File: config.mk
export PLATFORM = sky130hd
export DESIGN_NAME = dac_cmd_decoder
export DESIGN_NICKNAME = d
export VERILOG_FILES = /design/src/dac_cmd_pkg.sv /design/src/dac_cmd_decoder.sv
export SDC_FILE = /design/constraint.sdc
export NUM_CORES = 1
export LEC_CHECK = 0
export BUFFER_PORTS_ARGS = -buffer_cell sky130_fd_sc_hd__buf_2
export CORE_MARGIN = 3
export CORE_UTILIZATION = 40
export DETAILED_ROUTE_END_ITERATION = 8
export HOLD_SLACK_MARGIN = 0.15
export PLACE_DENSITY_LB_ADDON = 0.1
export SLEW_MARGIN = 10
export SYNTH_ARGS = -nofsm -noshare
export SYNTH_HDL_FRONTEND = slang
export SYNTH_SLANG_ARGS = --single-unit
File: constraint.sdc
create_clock -name pclk -period 4.4 [get_ports pclk]
set_clock_uncertainty 0.2 [all_clocks]
set_input_delay 0.22 -clock pclk [delete_from_list [all_inputs] [get_ports pclk]]
set_output_delay 0.22 -clock pclk [all_outputs]
set_load 0.05 [all_outputs]
File: src/dac_cmd_pkg.sv
// Package: frame layout, command codes, register map and state types
package dac_cmd_pkg;
    localparam int          FRAME_BITS   = 16;
    localparam int          NUM_CH       = 8;
    localparam logic [4:0]  ABORT_EDGES  = 5'h0E;
    localparam logic [4:0]  FULL_EDGES   = 5'h10;
    localparam logic [4:0]  CHAIN_HIGH   = 5'h0F;
    localparam logic [3:0]  CMD_REG_ONLY = 4'h8;
    localparam logic [3:0]  CMD_WR_THRU  = 4'h9;
    localparam logic [3:0]  CMD_UPD_SEL  = 4'hA;
    localparam logic [3:0]  CMD_CHA_WR   = 4'hB;
    localparam logic [3:0]  CMD_BCAST    = 4'hC;
    localparam logic [3:0]  CMD_PD_HIZ   = 4'hD;
    localparam logic [3:0]  CMD_PD_100K  = 4'hE;
    localparam logic [3:0]  CMD_PD_2K5   = 4'hF;
    localparam logic [7:0]  CODE_RESET   = 8'h00;
    localparam logic [11:0] ADDR_MODE    = 12'h000;
    localparam logic [11:0] ADDR_PD      = 12'h004;
    localparam logic [11:0] ADDR_STAT    = 12'h008;
    localparam logic [11:0] ADDR_REG_LO  = 12'h010;
    localparam logic [11:0] ADDR_REG_HI  = 12'h014;
    localparam logic [11:0] ADDR_OUT_LO  = 12'h018;
    localparam logic [11:0] ADDR_OUT_HI  = 12'h01C;

    typedef enum logic [1:0] {
        TERM_HIZ,
        TERM_100K,
        TERM_2K5
    } term_t;

    typedef struct packed {
        logic       sclk;
        logic       sync_n;
        logic       din;
    } serial_in_t;
endpackage

File: src/dac_cmd_decoder.sv
// Octal DAC serial command decoder with APB status view
//
// Behaviour
// - Frame sync low for 16 falling clock edges; sample data each falling edge.
// - Decoded command executes only on frame sync rising after 15 or more falling edges.
// - Frame sync rising before 15th falling edge aborts and discards frame.
// - Chain out low 14 edges, high on 15th, then echoes input bits.
// - Reset selects register-only mode; data writes leave outputs unchanged.
// - Nibble 1001 selects write-through, 1000 register-only; mode persists.
// - Bit 15 zero: bits 14..12 select channel A..H register to load.
// - Write-through mode data write updates register and output code.
// - Channel code sits in bits 11..4; bits 3..0 ignored.
// - Special commands work in either mode and keep the mode.
// - Update-select copies register to output for each set bit 7..0.
// - Channel-A write loads A register and output, updates all others.
// - Channel-A write in register-only mode stays in register-only mode.
// - Broadcast writes one code, bits 11..4, to all registers and outputs.
// - Reset clears all registers and outputs to code zero.
// - Power-down affects channels whose bit 7..0 is set, others untouched.
// - Nibble 1101 high-Z, 1110 100k, 1111 2.5k termination.
// - Power-down never alters channel registers.
// - Bias enable drops only when all eight channels are powered down.
//
// Decided for this implementation: the address map and the APB interface to the registers.
`timescale 1ns/1ps
module dac_cmd_decoder (
    input  wire logic                        pclk,
    input  wire logic                        presetn,
    input  wire logic                        psel,
    input  wire logic                        penable,
    input  wire logic                        pwrite,
    input  wire logic [11:0]                 paddr,
    input  wire logic [31:0]                 pwdata,
    output logic      [31:0]                 prdata,
    output logic                             pready,
    output logic                             pslverr,
    input  wire dac_cmd_pkg::serial_in_t     ser_in,
    output logic                             chain_out,
    output logic [dac_cmd_pkg::NUM_CH*8-1:0] out_code,
    output logic [dac_cmd_pkg::NUM_CH-1:0]   pd_active,
    output dac_cmd_pkg::term_t               pd_term,
    output logic                             bias_en,
    output logic                             write_through_mode
);
    localparam int N = dac_cmd_pkg::NUM_CH;

    // Two-flop synchronisers for the serial pins
    // Reset to the idle pin levels so that no false clock edge follows reset
    logic [2:0] meta_q;
    logic [2:0] sync_q;
    logic       sclk_prev_q;
    always_ff @(posedge pclk or negedge presetn) begin
        if (!presetn) begin
            meta_q      <= 3'b110;
            sync_q      <= 3'b110;
            sclk_prev_q <= 1'b1;
        end else begin
            meta_q      <= {ser_in.sclk, ser_in.sync_n, ser_in.din};
            sync_q      <= meta_q;
            sclk_prev_q <= sync_q[2];
        end
    end

    wire sclk_s   = sync_q[2];
    wire sync_n_s = sync_q[1];
    wire din_s    = sync_q[0];
    wire fall     = sclk_prev_q & ~sclk_s;

    logic        sync_prev_q;
    logic [15:0] shift_q;
    logic [4:0]  edges_q;
    logic [14:0] echo_q;
    logic        chain_q;
    always_ff @(posedge pclk or negedge presetn) begin
        if (!presetn) sync_prev_q <= 1'b1;
        else          sync_prev_q <= sync_n_s;
    end
    wire frame_end = sync_n_s & ~sync_prev_q;
    wire take_bit  = ~sync_n_s & fall;
    wire [4:0] edges_inc = (edges_q == 5'h1F) ? edges_q : edges_q + 5'h01;

    always_ff @(posedge pclk or negedge presetn) begin
        if (!presetn) begin
            shift_q <= 16'h0000;
            edges_q <= 5'h00;
            echo_q  <= 15'h0000;
            chain_q <= 1'b0;
        end else if (sync_n_s) begin
            edges_q <= 5'h00;
            chain_q <= 1'b0;
        end else if (take_bit) begin
            if (edges_q < dac_cmd_pkg::FULL_EDGES)
                shift_q <= {shift_q[14:0], din_s};
            echo_q  <= {echo_q[13:0], din_s};
            edges_q <= edges_inc;
            if (edges_inc < dac_cmd_pkg::CHAIN_HIGH)
                chain_q <= 1'b0;
            else if (edges_inc == dac_cmd_pkg::CHAIN_HIGH)
                chain_q <= 1'b1;
            else
                // Oldest held bit: bit one leaves on the sixteenth edge
                chain_q <= echo_q[14];
        end
    end
    assign chain_out = chain_q;

    // Frame valid once 15 edges seen; shorter frames are discarded
    wire exec = frame_end & (edges_q > dac_cmd_pkg::ABORT_EDGES);
    wire [3:0] cmd  = shift_q[15:12];
    wire [2:0] chan = shift_q[14:12];
    wire [7:0] code = shift_q[11:4];
    wire [7:0] sel  = shift_q[7:0];

    logic         wt_q;
    logic [7:0]   reg_q [N];
    logic [7:0]   out_q [N];
    logic [N-1:0] pd_q;
    dac_cmd_pkg::term_t term_q;

    wire is_data  = exec & ~shift_q[15];
    wire is_upd   = exec & (cmd == dac_cmd_pkg::CMD_UPD_SEL);
    wire is_cha   = exec & (cmd == dac_cmd_pkg::CMD_CHA_WR);
    wire is_bcast = exec & (cmd == dac_cmd_pkg::CMD_BCAST);
    wire is_pd    = exec & (cmd >= dac_cmd_pkg::CMD_PD_HIZ);

    always_ff @(posedge pclk or negedge presetn) begin
        if (!presetn) wt_q <= 1'b0;
        else if (exec && cmd == dac_cmd_pkg::CMD_WR_THRU) wt_q <= 1'b1;
        else if (exec && cmd == dac_cmd_pkg::CMD_REG_ONLY) wt_q <= 1'b0;
    end

    always_ff @(posedge pclk or negedge presetn) begin
        if (!presetn) term_q <= dac_cmd_pkg::TERM_HIZ;
        else if (is_pd) begin
            unique case (cmd[1:0])
                2'b01:   term_q <= dac_cmd_pkg::TERM_HIZ;
                2'b10:   term_q <= dac_cmd_pkg::TERM_100K;
                default: term_q <= dac_cmd_pkg::TERM_2K5;
            endcase
        end
    end

    genvar g;
    generate
        for (g = 0; g < N; g++) begin : g_ch
            wire hit_data = is_data & (chan == 3'(g));
            // Register load: channel write, channel-A write, broadcast
            wire ld_reg = hit_data | is_bcast | (is_cha & (g == 0));
            wire [7:0] reg_d = ld_reg ? code : reg_q[g];
            // Output load: same new register value, copied together
            wire ld_out = (hit_data & wt_q) | (is_upd & sel[g]) | is_cha | is_bcast;
            always_ff @(posedge pclk or negedge presetn) begin
                if (!presetn) begin
                    reg_q[g] <= dac_cmd_pkg::CODE_RESET;
                    out_q[g] <= dac_cmd_pkg::CODE_RESET;
                    pd_q[g]  <= 1'b0;
                end else begin
                    reg_q[g] <= reg_d;
                    if (ld_out) out_q[g] <= reg_d;
                    if (is_pd && sel[g]) pd_q[g] <= 1'b1;
                    else if (ld_out) pd_q[g] <= 1'b0;
                end
            end
            assign out_code[g*8 +: 8] = out_q[g];
        end
    endgenerate

    assign pd_active          = pd_q;
    assign pd_term            = term_q;
    assign bias_en            = ~&pd_q;
    assign write_through_mode = wt_q;

    // APB read-only status view, zero-wait
    wire acc = psel & penable;
    wire hit_mode = paddr == dac_cmd_pkg::ADDR_MODE;
    wire hit_pd   = paddr == dac_cmd_pkg::ADDR_PD;
    wire hit_stat = paddr == dac_cmd_pkg::ADDR_STAT;
    wire hit_rlo  = paddr == dac_cmd_pkg::ADDR_REG_LO;
    wire hit_rhi  = paddr == dac_cmd_pkg::ADDR_REG_HI;
    wire hit_olo  = paddr == dac_cmd_pkg::ADDR_OUT_LO;
    wire hit_ohi  = paddr == dac_cmd_pkg::ADDR_OUT_HI;
    wire mapped = hit_mode | hit_pd | hit_stat | hit_rlo | hit_rhi | hit_olo | hit_ohi;
    wire [31:0] rd_mux =
        hit_mode ? {31'h0000_0000, wt_q} :
        hit_pd   ? {22'h00_0000, term_q, pd_q} :
        hit_stat ? {27'h000_0000, edges_q} :
        hit_rlo  ? {reg_q[3], reg_q[2], reg_q[1], reg_q[0]} :
        hit_rhi  ? {reg_q[7], reg_q[6], reg_q[5], reg_q[4]} :
        hit_olo  ? {out_q[3], out_q[2], out_q[1], out_q[0]} :
        hit_ohi  ? {out_q[7], out_q[6], out_q[5], out_q[4]} : 32'h0000_0000;

    // Read data captured in the setup cycle; writes are ignored
    // Mode changes only through serial frames, so the host alone owns it
    logic [31:0] prdata_q;
    always_ff @(posedge pclk or negedge presetn) begin
        if (!presetn) begin
            prdata_q <= 32'h0000_0000;
        end else begin
            prdata_q <= (psel & ~penable & ~pwrite) ? rd_mux : prdata_q;
        end
    end
    assign prdata  = prdata_q;
    assign pready  = 1'b1;
    assign pslverr = acc & ~mapped;

    // Frame capture and chain output
    a_abort_nothing: assert property (@(posedge pclk) disable iff (!presetn)
        (frame_end && edges_q <= dac_cmd_pkg::ABORT_EDGES)
        |=> $stable(wt_q) && $stable(pd_q))
        else $error("short frame changed state");
    a_abort_outputs: assert property (@(posedge pclk) disable iff (!presetn)
        (frame_end && edges_q <= dac_cmd_pkg::ABORT_EDGES)
        |=> $stable(out_code) && $stable(term_q))
        else $error("short frame changed outputs");
    a_edges_clear: assert property (@(posedge pclk) disable iff (!presetn)
        sync_n_s |=> edges_q == 5'h00)
        else $error("edge count not cleared between frames");
    a_idle_hold: assert property (@(posedge pclk) disable iff (!presetn)
        !frame_end
        |=> $stable(wt_q) && $stable(out_code) && $stable(pd_q) && $stable(term_q))
        else $error("state changed without a frame end");
    a_no_shift_idle: assert property (@(posedge pclk) disable iff (!presetn)
        sync_n_s |=> $stable(shift_q))
        else $error("bits shifted outside a frame");
    a_chain_low: assert property (@(posedge pclk) disable iff (!presetn)
        (edges_q != 5'h00 && edges_q < dac_cmd_pkg::CHAIN_HIGH) |-> !chain_out)
        else $error("chain out high too early");
    a_chain_high: assert property (@(posedge pclk) disable iff (!presetn)
        (edges_q == dac_cmd_pkg::CHAIN_HIGH) |-> chain_out)
        else $error("chain out not raised on fifteenth edge");
    a_chain_idle: assert property (@(posedge pclk) disable iff (!presetn)
        sync_n_s |=> !chain_out)
        else $error("chain out high between frames");

    // Mode and channel commands
    a_mode_wt: assert property (@(posedge pclk) disable iff (!presetn)
        (exec && cmd == dac_cmd_pkg::CMD_WR_THRU) |=> wt_q)
        else $error("write-through not entered");
    a_mode_ro: assert property (@(posedge pclk) disable iff (!presetn)
        (exec && cmd == dac_cmd_pkg::CMD_REG_ONLY) |=> !wt_q)
        else $error("register-only mode not entered");
    a_wt_data_keep: assert property (@(posedge pclk) disable iff (!presetn)
        is_data |=> $stable(wt_q))
        else $error("data write changed mode");
    a_special_keep: assert property (@(posedge pclk) disable iff (!presetn)
        (is_upd || is_cha || is_bcast || is_pd) |=> $stable(wt_q))
        else $error("special command changed mode");
    a_reg_only_hold: assert property (@(posedge pclk) disable iff (!presetn)
        (is_data && !wt_q) |=> $stable(out_code))
        else $error("output moved in register-only mode");
    a_data_reg: assert property (@(posedge pclk) disable iff (!presetn)
        is_data |=> reg_q[$past(chan)] == $past(code))
        else $error("channel register not loaded");
    a_wt_write: assert property (@(posedge pclk) disable iff (!presetn)
        (is_data && wt_q) |=> out_code[$past(chan)*8 +: 8] == $past(code))
        else $error("write-through output not updated");
    a_upd_pick: assert property (@(posedge pclk) disable iff (!presetn)
        (is_upd && sel[0]) |=> out_code[7:0] == $past(reg_q[0]))
        else $error("selected output not updated");
    a_upd_skip: assert property (@(posedge pclk) disable iff (!presetn)
        (is_upd && !sel[7]) |=> $stable(out_code[63:56]))
        else $error("unselected output changed");
    a_cha_out: assert property (@(posedge pclk) disable iff (!presetn)
        is_cha |=> out_code[7:0] == $past(code))
        else $error("channel A output wrong");
    a_cha_others: assert property (@(posedge pclk) disable iff (!presetn)
        is_cha |=> out_code[63:56] == $past(reg_q[7]))
        else $error("other channel not copied on channel-A write");
    a_cha_mode: assert property (@(posedge pclk) disable iff (!presetn)
        (is_cha && !wt_q) |=> !wt_q)
        else $error("channel-A write left register-only mode");
    a_bcast_all: assert property (@(posedge pclk) disable iff (!presetn)
        is_bcast |=> out_code[63:56] == $past(code) && out_code[7:0] == $past(code))
        else $error("broadcast missed a channel");
    a_bcast_regs: assert property (@(posedge pclk) disable iff (!presetn)
        is_bcast |=> reg_q[3] == $past(code) && reg_q[4] == $past(code))
        else $error("broadcast missed a register");

    // Power-down, bias and reset state
    a_pd_select: assert property (@(posedge pclk) disable iff (!presetn)
        is_pd |=> pd_active == ($past(pd_q) | $past(sel)))
        else $error("power-down selection wrong");
    a_term_hiz: assert property (@(posedge pclk) disable iff (!presetn)
        (exec && cmd == dac_cmd_pkg::CMD_PD_HIZ) |=> pd_term == dac_cmd_pkg::TERM_HIZ)
        else $error("high-impedance termination not selected");
    a_term_100k: assert property (@(posedge pclk) disable iff (!presetn)
        (exec && cmd == dac_cmd_pkg::CMD_PD_100K) |=> pd_term == dac_cmd_pkg::TERM_100K)
        else $error("100k termination not selected");
    a_term_2k5: assert property (@(posedge pclk) disable iff (!presetn)
        (exec && cmd == dac_cmd_pkg::CMD_PD_2K5) |=> pd_term == dac_cmd_pkg::TERM_2K5)
        else $error("2.5k termination not selected");
    a_term_hold: assert property (@(posedge pclk) disable iff (!presetn)
        (exec && !is_pd) |=> $stable(term_q))
        else $error("termination changed by another command");
    a_pd_regs: assert property (@(posedge pclk) disable iff (!presetn)
        is_pd |=> reg_q[0] == $past(reg_q[0]) && reg_q[7] == $past(reg_q[7]))
        else $error("power-down altered register");
    a_pd_regs_mid: assert property (@(posedge pclk) disable iff (!presetn)
        is_pd |=> reg_q[4] == $past(reg_q[4]))
        else $error("power-down altered middle register");
    a_pd_wake: assert property (@(posedge pclk) disable iff (!presetn)
        is_bcast |=> pd_active == 8'h00)
        else $error("broadcast left a channel powered down");
    a_bias_rule: assert property (@(posedge pclk) disable iff (!presetn)
        $fell(bias_en) |-> $past(is_pd))
        else $error("bias dropped without a power-down command");
    a_reset_clear: assert property (@(posedge pclk)
        !presetn |=> out_code == 64'h0000_0000_0000_0000 && !write_through_mode)
        else $error("reset state not cleared");
endmodule

==> results of run 1 <==
cells by family (layout without fill, tap and decap cells):
| family | Yosys count | after routing | share of synthesized area |
|---|---|---|---|
| AOI/OAI and AO/OA | 167 | 167 | 0.119 |
| buffers and inverters | 71 | 224 | 0.0315 |
| adders and majority gates | 7 | 7 | 0.00859 |
| and+or+nand+nor | 149 | 149 | 0.0856 |
| DFF | 216 | 216 | 0.531 |
| muxes | 203 | 203 | 0.223 |
| other | 1 | 1 | 0.000368 |
| xor gates and xnor gates | 2 | 2 | 0.00172 |
worst paths after layout:
path / end / slack [ns] / depth (start not counted) / start
setup / recovery: prdata[9] / 0.98 / 8 / paddr[1]
hold / removal: reg_q[13] / 0.16 / 2 / presetn
setup reg to reg: out_code[46] / 1.44 / 6 / shift_q[12]
hold reg to reg: sync_q[2] / 0.16 / 0 / meta_q[2]
max in group asynchronous: prdata[11] / 2.85 / 3 / presetn
min in group pclk: sync_q[2] / 0.16 / 0 / meta_q[2]
per-layer routing:
layer	vias to the layer above	global-route usage
met5	-	0
met4	0	0.0622
met3	48	0.0291
met2	220	0.324
met1	3768	0.286
li1	3324	-
area by class of cell:
cell class	count	area, um2
fill	2322	12500
sequential	216	5410
multi-input combinational	529	4490
timing repair buffer	169	1030
clock buffer	40	742
tap	324	405
inverter	13	48.8
clock inverter	2	35.0
power by group through the flow:
stage / logic (mW) / registers (mW) / clock network [mW]
2_1_floorplan: 0.182 / 2.15 / 0
3_3_place_gp: 0.266 / 2.25 / 0
3_5_place_dp: 0.268 / 2.25 / 0
4_1_cts: 0.284 / 2.21 / 2.04
5_1_grt: 0.305 / 2.22 / 2.13
6_report: 0.278 / 2.21 / 1.99
synth_stat cells (3+ instances only):
| master | number | area (um2) |
|---|---|---|
| sky130_fd_sc_hd__dfrtp_1 | 210 | 5260 |
| sky130_fd_sc_hd__mux2_2 | 191 | 2150 |
| sky130_fd_sc_hd__nand2_1 | 37 | 139 |
| sky130_fd_sc_hd__o21ai_1 | 35 | 175 |
| sky130_fd_sc_hd__clkbuf_1 | 32 | 120 |
| sky130_fd_sc_hd__nand2b_1 | 27 | 169 |
| sky130_fd_sc_hd__o21ai_0 | 24 | 120 |
| sky130_fd_sc_hd__a222oi_1 | 22 | 220 |
| sky130_fd_sc_hd__buf_2 | 20 | 100 |
| sky130_fd_sc_hd__a21oi_1 | 17 | 85.1 |
| sky130_fd_sc_hd__nor2_1 | 17 | 63.8 |
| sky130_fd_sc_hd__inv_1 | 13 | 48.8 |
| sky130_fd_sc_hd__mux2i_1 | 12 | 120 |
| sky130_fd_sc_hd__nand3b_1 | 9 | 67.6 |
| sky130_fd_sc_hd__a22oi_1 | 7 | 52.6 |
| sky130_fd_sc_hd__ha_1 | 7 | 87.6 |
| sky130_fd_sc_hd__a32oi_1 | 6 | 52.6 |
| sky130_fd_sc_hd__and3_1 | 6 | 37.5 |
| sky130_fd_sc_hd__dfstp_2 | 6 | 158 |
| sky130_fd_sc_hd__nand3_1 | 6 | 30.0 |
| sky130_fd_sc_hd__o2bb2ai_1 | 6 | 52.6 |
| sky130_fd_sc_hd__nor3_1 | 5 | 25.0 |
| sky130_fd_sc_hd__a211oi_1 | 4 | 30.0 |
| sky130_fd_sc_hd__a41oi_1 | 4 | 35.0 |
| sky130_fd_sc_hd__nor2b_1 | 4 | 25.0 |
| sky130_fd_sc_hd__nor3_2 | 4 | 40.0 |
| sky130_fd_sc_hd__nor4_1 | 4 | 25.0 |
| sky130_fd_sc_hd__o21a_1 | 4 | 30.0 |
| sky130_fd_sc_hd__o221ai_1 | 4 | 35.0 |
| sky130_fd_sc_hd__or4_1 | 4 | 30.0 |
| sky130_fd_sc_hd__a21oi_2 | 3 | 26.3 |
| sky130_fd_sc_hd__and2_1 | 3 | 18.8 |
| sky130_fd_sc_hd__buf_6 | 3 | 33.8 |
| sky130_fd_sc_hd__nor3b_1 | 3 | 22.5 |
| sky130_fd_sc_hd__nor4_2 | 3 | 37.5 |
| sky130_fd_sc_hd__o211a_1 | 3 | 30.0 |
| sky130_fd_sc_hd__or4b_1 | 3 | 30.0 |
registers in the layout, summed over array words and instances (netlist names):
register            flops
sync_q                  3
chain_out               1
prdata                 32
edges_q                 5
meta_q                  3
pd_active               8
sync_prev_q             1
shift_q                16
sclk_prev_q             1
reg_q                  64
pd_term                 2
write_through_mode      1
out_code               64
echo_q                 15
stage by stage:
stage / hold WS [ns] / std cells / util
2_1_floorplan: -0.276 / 816 / -
3_3_place_gp: 0.125 / 1226 / 0.452
3_5_place_dp: 0.124 / 1226 / 0.452
4_1_cts: 0.151 / 1293 / 0.493
5_1_grt: 0.164 / 1293 / 0.493
6_report: 0.155 / 1293 / 0.493
worst max-delay path, stage by stage:
cell and delay [ns]:
sky130_fd_sc_hd__dlygate4sd3_1 0.54, sky130_fd_sc_hd__buf_2 0.14, sky130_fd_sc_hd__or2_2 0.38, sky130_fd_sc_hd__dlygate4sd3_1 0.61, sky130_fd_sc_hd__nor4_2 0.67, sky130_fd_sc_hd__dlygate4sd3_1 0.77, sky130_fd_sc_hd__o221ai_1 0.15, sky130_fd_sc_hd__o21ai_0 0.17
==> run_results.csv, run 1 <==
group,metric,value,unit
status,outcome,"completed",
routing,final_antenna_net_count,0,
floorplan,rows,57,
global_route,grt_start_max_net_pins,102,
clock_tree,clock_insertion_delay_worst_skew,0.51,ns
clock_tree,cts.hold.buffers_added,25,
synthesis,async_flop_share,1.00,
floorplan,dieArea,27400,um2
pwr,clock_power_share,0.444,
clock_tree,postCtsSetupRepairBufs,0,
synthesis,postSynthNetCount,875,
routing,detailroute.wirelength.met3,1370,um
global_route,globalRouteOverflowTotal,0,
timing,accumulated_negative_setup_slack,0,ns
routing,drc_errors,0,
pwr,p_sw,1.09,mW
routing,drt_iter0_drc,647,
synthesis,syn-mean-instance-area,12.5,um2
global_route,antenna_found_initial,0,
setup_path,worstSetupStartpointType,"primary input",
clock_tree,cts.clk_slew.worst_paths,0.06,ns
pwr,power.share.switching,0.245,
timing,finalMaxSlewViolations,0,
floorplan,design.portCount,163,
routing,wl,28500,um
clock_tree,post_cts_resized,0,
run,drv.max_cap_violation_count,0,
layout,share_of_post_route_cells_with_drive_strength_above_1,0.410,
clock_tree,ctsLongestPathBuffers,3,
timing,finalSetupViolCount,0,
synthesis,mappedNetlistArea,10200,um2
floorplan,coreArea,24700,um2
clock_tree,clock_sinks,216,
place,place_congestion,0.840,
floorplan,initial_core_util,0.413,
pwr,power.density_cell_area,368,nW/um2
routing,route.detailed.wl_per_inst,22.0,um
timing,worst_slack,0.982,ns
global_route,global_route_wire_length_before_repair,44800,um
timing,slew-limit-headroom,0.252,
setup_path,cp-end-kind,"flip-flop",
routing,routedLengthMet1,13100,um
synthesis,synth_sequential_area_ratio,0.531,
routing,via_count,7360,
timing,achievable-frequency,293,MHz
timing,timing_hold_violations_final,0,
setup_path,cp.required,4.63,ns
synthesis,synthesis.instances,816,
place,dpl.hpwl,18300,um
synthesis,synth_ff_type,"sky130_fd_sc_hd__dfrtp_1",
routing,routed-wl-met2,13200,um
synthesis,ys_ff_latch,216,
floorplan,width_of_the_chip,166,um
place,place_ws,1.44,ns
timing,min_period,3.42,ns
timing,min_period_over_period,0.777,
layout,finish.instance_area,12200,um2
synthesis,synth_cell_type_count,70,
min_path,worstHoldPathType,"primary input to async pin",
layout,mostFrequentLayoutCells,"210 x sky130_fd_sc_hd__dfrtp_1, 191 x sky130_fd_sc_hd__mux2_2, 128 x sky130_fd_sc_hd__buf_2, 37 x sky130_fd_sc_hd__nand2_1, 35 x sky130_fd_sc_hd__o21ai_1",
place,dpl_cell_area,11100,um2
layout,syn2layout_area_growth,19.3,%
timing,timing_worst_slew_pin_value,1.12,ns
clock_tree,htree_levels,1,
routing,vias_per_cell,5.69,
timing,unrepaired_setup_endpoints_after_global_routing,"no",
pwr,finalPower,4.47,mW
layout,layout_commonest_cell,"sky130_fd_sc_hd__dfrtp_1",
pwr,power.combinational.fraction,0.062,
layout,insertedDiodeCount,0,
setup_path,worstSetupPathType,"primary input to flip-flop",
place,placement.io_buffers,129,
pwr,share_seq_of_total_power,0.494,
layout,final_net_count,1013,
clock_tree,cts.root.buffer_cell,"sky130_fd_sc_hd__clkbuf_16",
routing,topRoutingLayerUsed,"met4",
pwr,cellInternalPower,3.38,mW
clock_tree,cts_buffers,25,
routing,detailed_router_iteration_count_before_antenna_repair,6,
setup_path,timing.critical_path.arrival,3.65,ns
setup_path,worst-path-max-fanout,5,
synthesis,synth_enable_flop_cells,0,
global_route,via_count_of_the_first_global_routing_pass,7524,
global_route,groute.usage.overall,0.202,
synthesis,synth.yosys.warnings,0,
pwr,ir_drop,0.229,mV
floorplan,die_y,166,um
clock_tree,tritoncts_clock_tree,"yes",
pwr,total_leakage_power,5.86,nW
Power figures use the tool's default switching activity.
==> run 2: changes to the inputs <==
Clock period 4.4 ns to 3.3 ns, I/O delays scaled along.
==> run_results.csv, run 2 (synthesis results as in run 1) <==
group,metric,value,unit
status,outcome,"completed",
layout,fillerInstances,2290,
setup_path,cp_cell_sequence,"dlygate4sd3_1, buf_2, or4b_1, nor4_1, buf_4, a22oi_1, dlygate4sd3_1, o21ai_0, dlygate4sd3_1",
timing,achievable-frequency,318,MHz
clock_tree,ctsLongestPathBuffers,3,
timing,timing_worst_slew_pin_value,0.761,ns
layout,share_of_post_route_cells_with_drive_strength_above_1,0.424,
place,dpl_cell_area,11300,um2
global_route,groute.usage.overall,0.208,
routing,drc_errors,0,
global_route,antenna_found_initial,0,
floorplan,coreArea,24700,um2
layout,finalNonFillerCells,1324,
setup_path,worstSetupStartpointType,"primary input",
clock_tree,tritoncts_clock_tree,"yes",
pwr,power.density_cell_area,481,nW/um2
clock_tree,cts_buffers,26,
setup_path,max_stage_delay,0.70,ns
layout,sequential_cell_area,5410,um2
timing,timing_hold_violations_final,0,
layout,final_core_utilization,0.502,
floorplan,initial_core_util,0.413,
layout,mostFrequentLayoutCells,"210 x sky130_fd_sc_hd__dfrtp_1, 191 x sky130_fd_sc_hd__mux2_2, 128 x sky130_fd_sc_hd__buf_2, 37 x sky130_fd_sc_hd__nand2_1, 37 x sky130_fd_sc_hd__buf_4",
setup_path,critical_path_buf_inv_count,5,
clock_tree,htree_levels,1,
timing,whs,0.154,ns
clock_tree,clock_sinks,216,
place,place_congestion,0.840,
floorplan,rows,57,
place,place_ws,0.665,ns
setup_path,worstSetupPathType,"primary input to flip-flop",
floorplan,design.portCount,163,
layout,syn2layout_area_growth,21.6,%
layout,multiInputGateArea,4490,um2
clock_tree,cts.root.buffer_cell,"sky130_fd_sc_hd__clkbuf_16",
clock_tree,cts.clk_slew.worst_paths,0.06,ns
timing,min_period_over_period,0.953,
layout,final_net_count,1043,
setup_path,crit_cells,9,
routing,route.detailed.wl_per_inst,21.9,um
setup_path,cp.required,3.56,ns
timing,accumulated_negative_setup_slack,0,ns
global_route,grt_start_max_net_pins,88,
global_route,globalRouteOverflowTotal,0,
pwr,total_leakage_power,6.01,nW
pwr,finalPower,5.96,mW
timing,min_period,3.14,ns
routing,drt_iter0_drc,573,
timing,finalSetupViolCount,0,
place,placement.io_buffers,129,
run,drv.max_cap_violation_count,0,
clock_tree,clock_insertion_delay_worst_skew,0.52,ns
setup_path,worst-path-max-fanout,8,
timing,worst_slack,0.156,ns
place,placed_cells,1249,
routing,via_count,7468,
setup_path,crit_path_top_delay_cell,"sky130_fd_sc_hd__or4b_1",
routing,final_antenna_net_count,0,
timing,unrepaired_setup_endpoints_after_global_routing,"no",
setup_path,cp-end-kind,"flip-flop",
routing,detailed_router_iteration_count_before_antenna_repair,7,
layout,insertedDiodeCount,0,
floorplan,die_y,166,um
floorplan,width_of_the_chip,166,um
layout,finish.instance_area,12400,um2
routing,vias_per_cell,5.64,
setup_path,timing.critical_path.mode_cell,"sky130_fd_sc_hd__dlygate4sd3_1",
setup_path,r2r.worst_path.cells,8,
min_path,worstHoldPathType,"flip-flop to flip-flop",
timing,slew-limit-headroom,0.488,
layout,layout_commonest_cell,"sky130_fd_sc_hd__dfrtp_1",
global_route,global_route_wire_length_before_repair,46000,um
setup_path,timing.critical_path.arrival,3.40,ns
setup_path,critPathTopFamily,"buffers and inverters",
routing,wl,29000,um
global_route,via_count_of_the_first_global_routing_pass,7639,
timing,finalMaxSlewViolations,0,
floorplan,dieArea,27400,um2
place,dpl.hpwl,18500,um
min_path,holdPathStages,0,
pwr,ir_drop,0.334,mV
-- run 2: final cells by class --
cell class	count	area share
inverters	13	0.00394
flip-flops and latches	216	0.437
clock buffers	36	0.0588
multi-input cells	529	0.363
clock inverters	8	0.00343
repair buffers	198	0.102
well taps	324	0.0327
-- run 2: final timing paths --
check                             from            to  slack [ns]
setup / recovery              paddr[5]     prdata[2]        0.16
hold / removal               meta_q[0]     sync_q[0]        0.15
setup reg to reg           shift_q[12]  out_code[21]        0.71
hold reg to reg              meta_q[0]     sync_q[0]        0.15
max in group asynchronous      presetn     meta_q[2]        1.43
min in group asynchronous      presetn      reg_q[9]        0.56
-- run 2: per-layer routing --
metal / vias up / track usage / part of all wire
met1: 3843 / 0.294 / 0.46
met5: - / 0 / 0
met2: 188 / 0.342 / 0.47
met4: 0 / 0.0561 / 0.025
li1: 3394 / - / -
met3: 43 / 0.0257 / 0.044
-- run 2: power by group --
group,internal (mW),switching [mW]
sequential,2.75,0.0988
clock,1.53,1.09
combinational,0.185,0.308
-- run 2: repair_timing --
item	in CTS	in global routing
hold buffers	31	0
buffers inserted	0	0
gates resized for setup	0	0
endpoints found under the hold margin	224	0
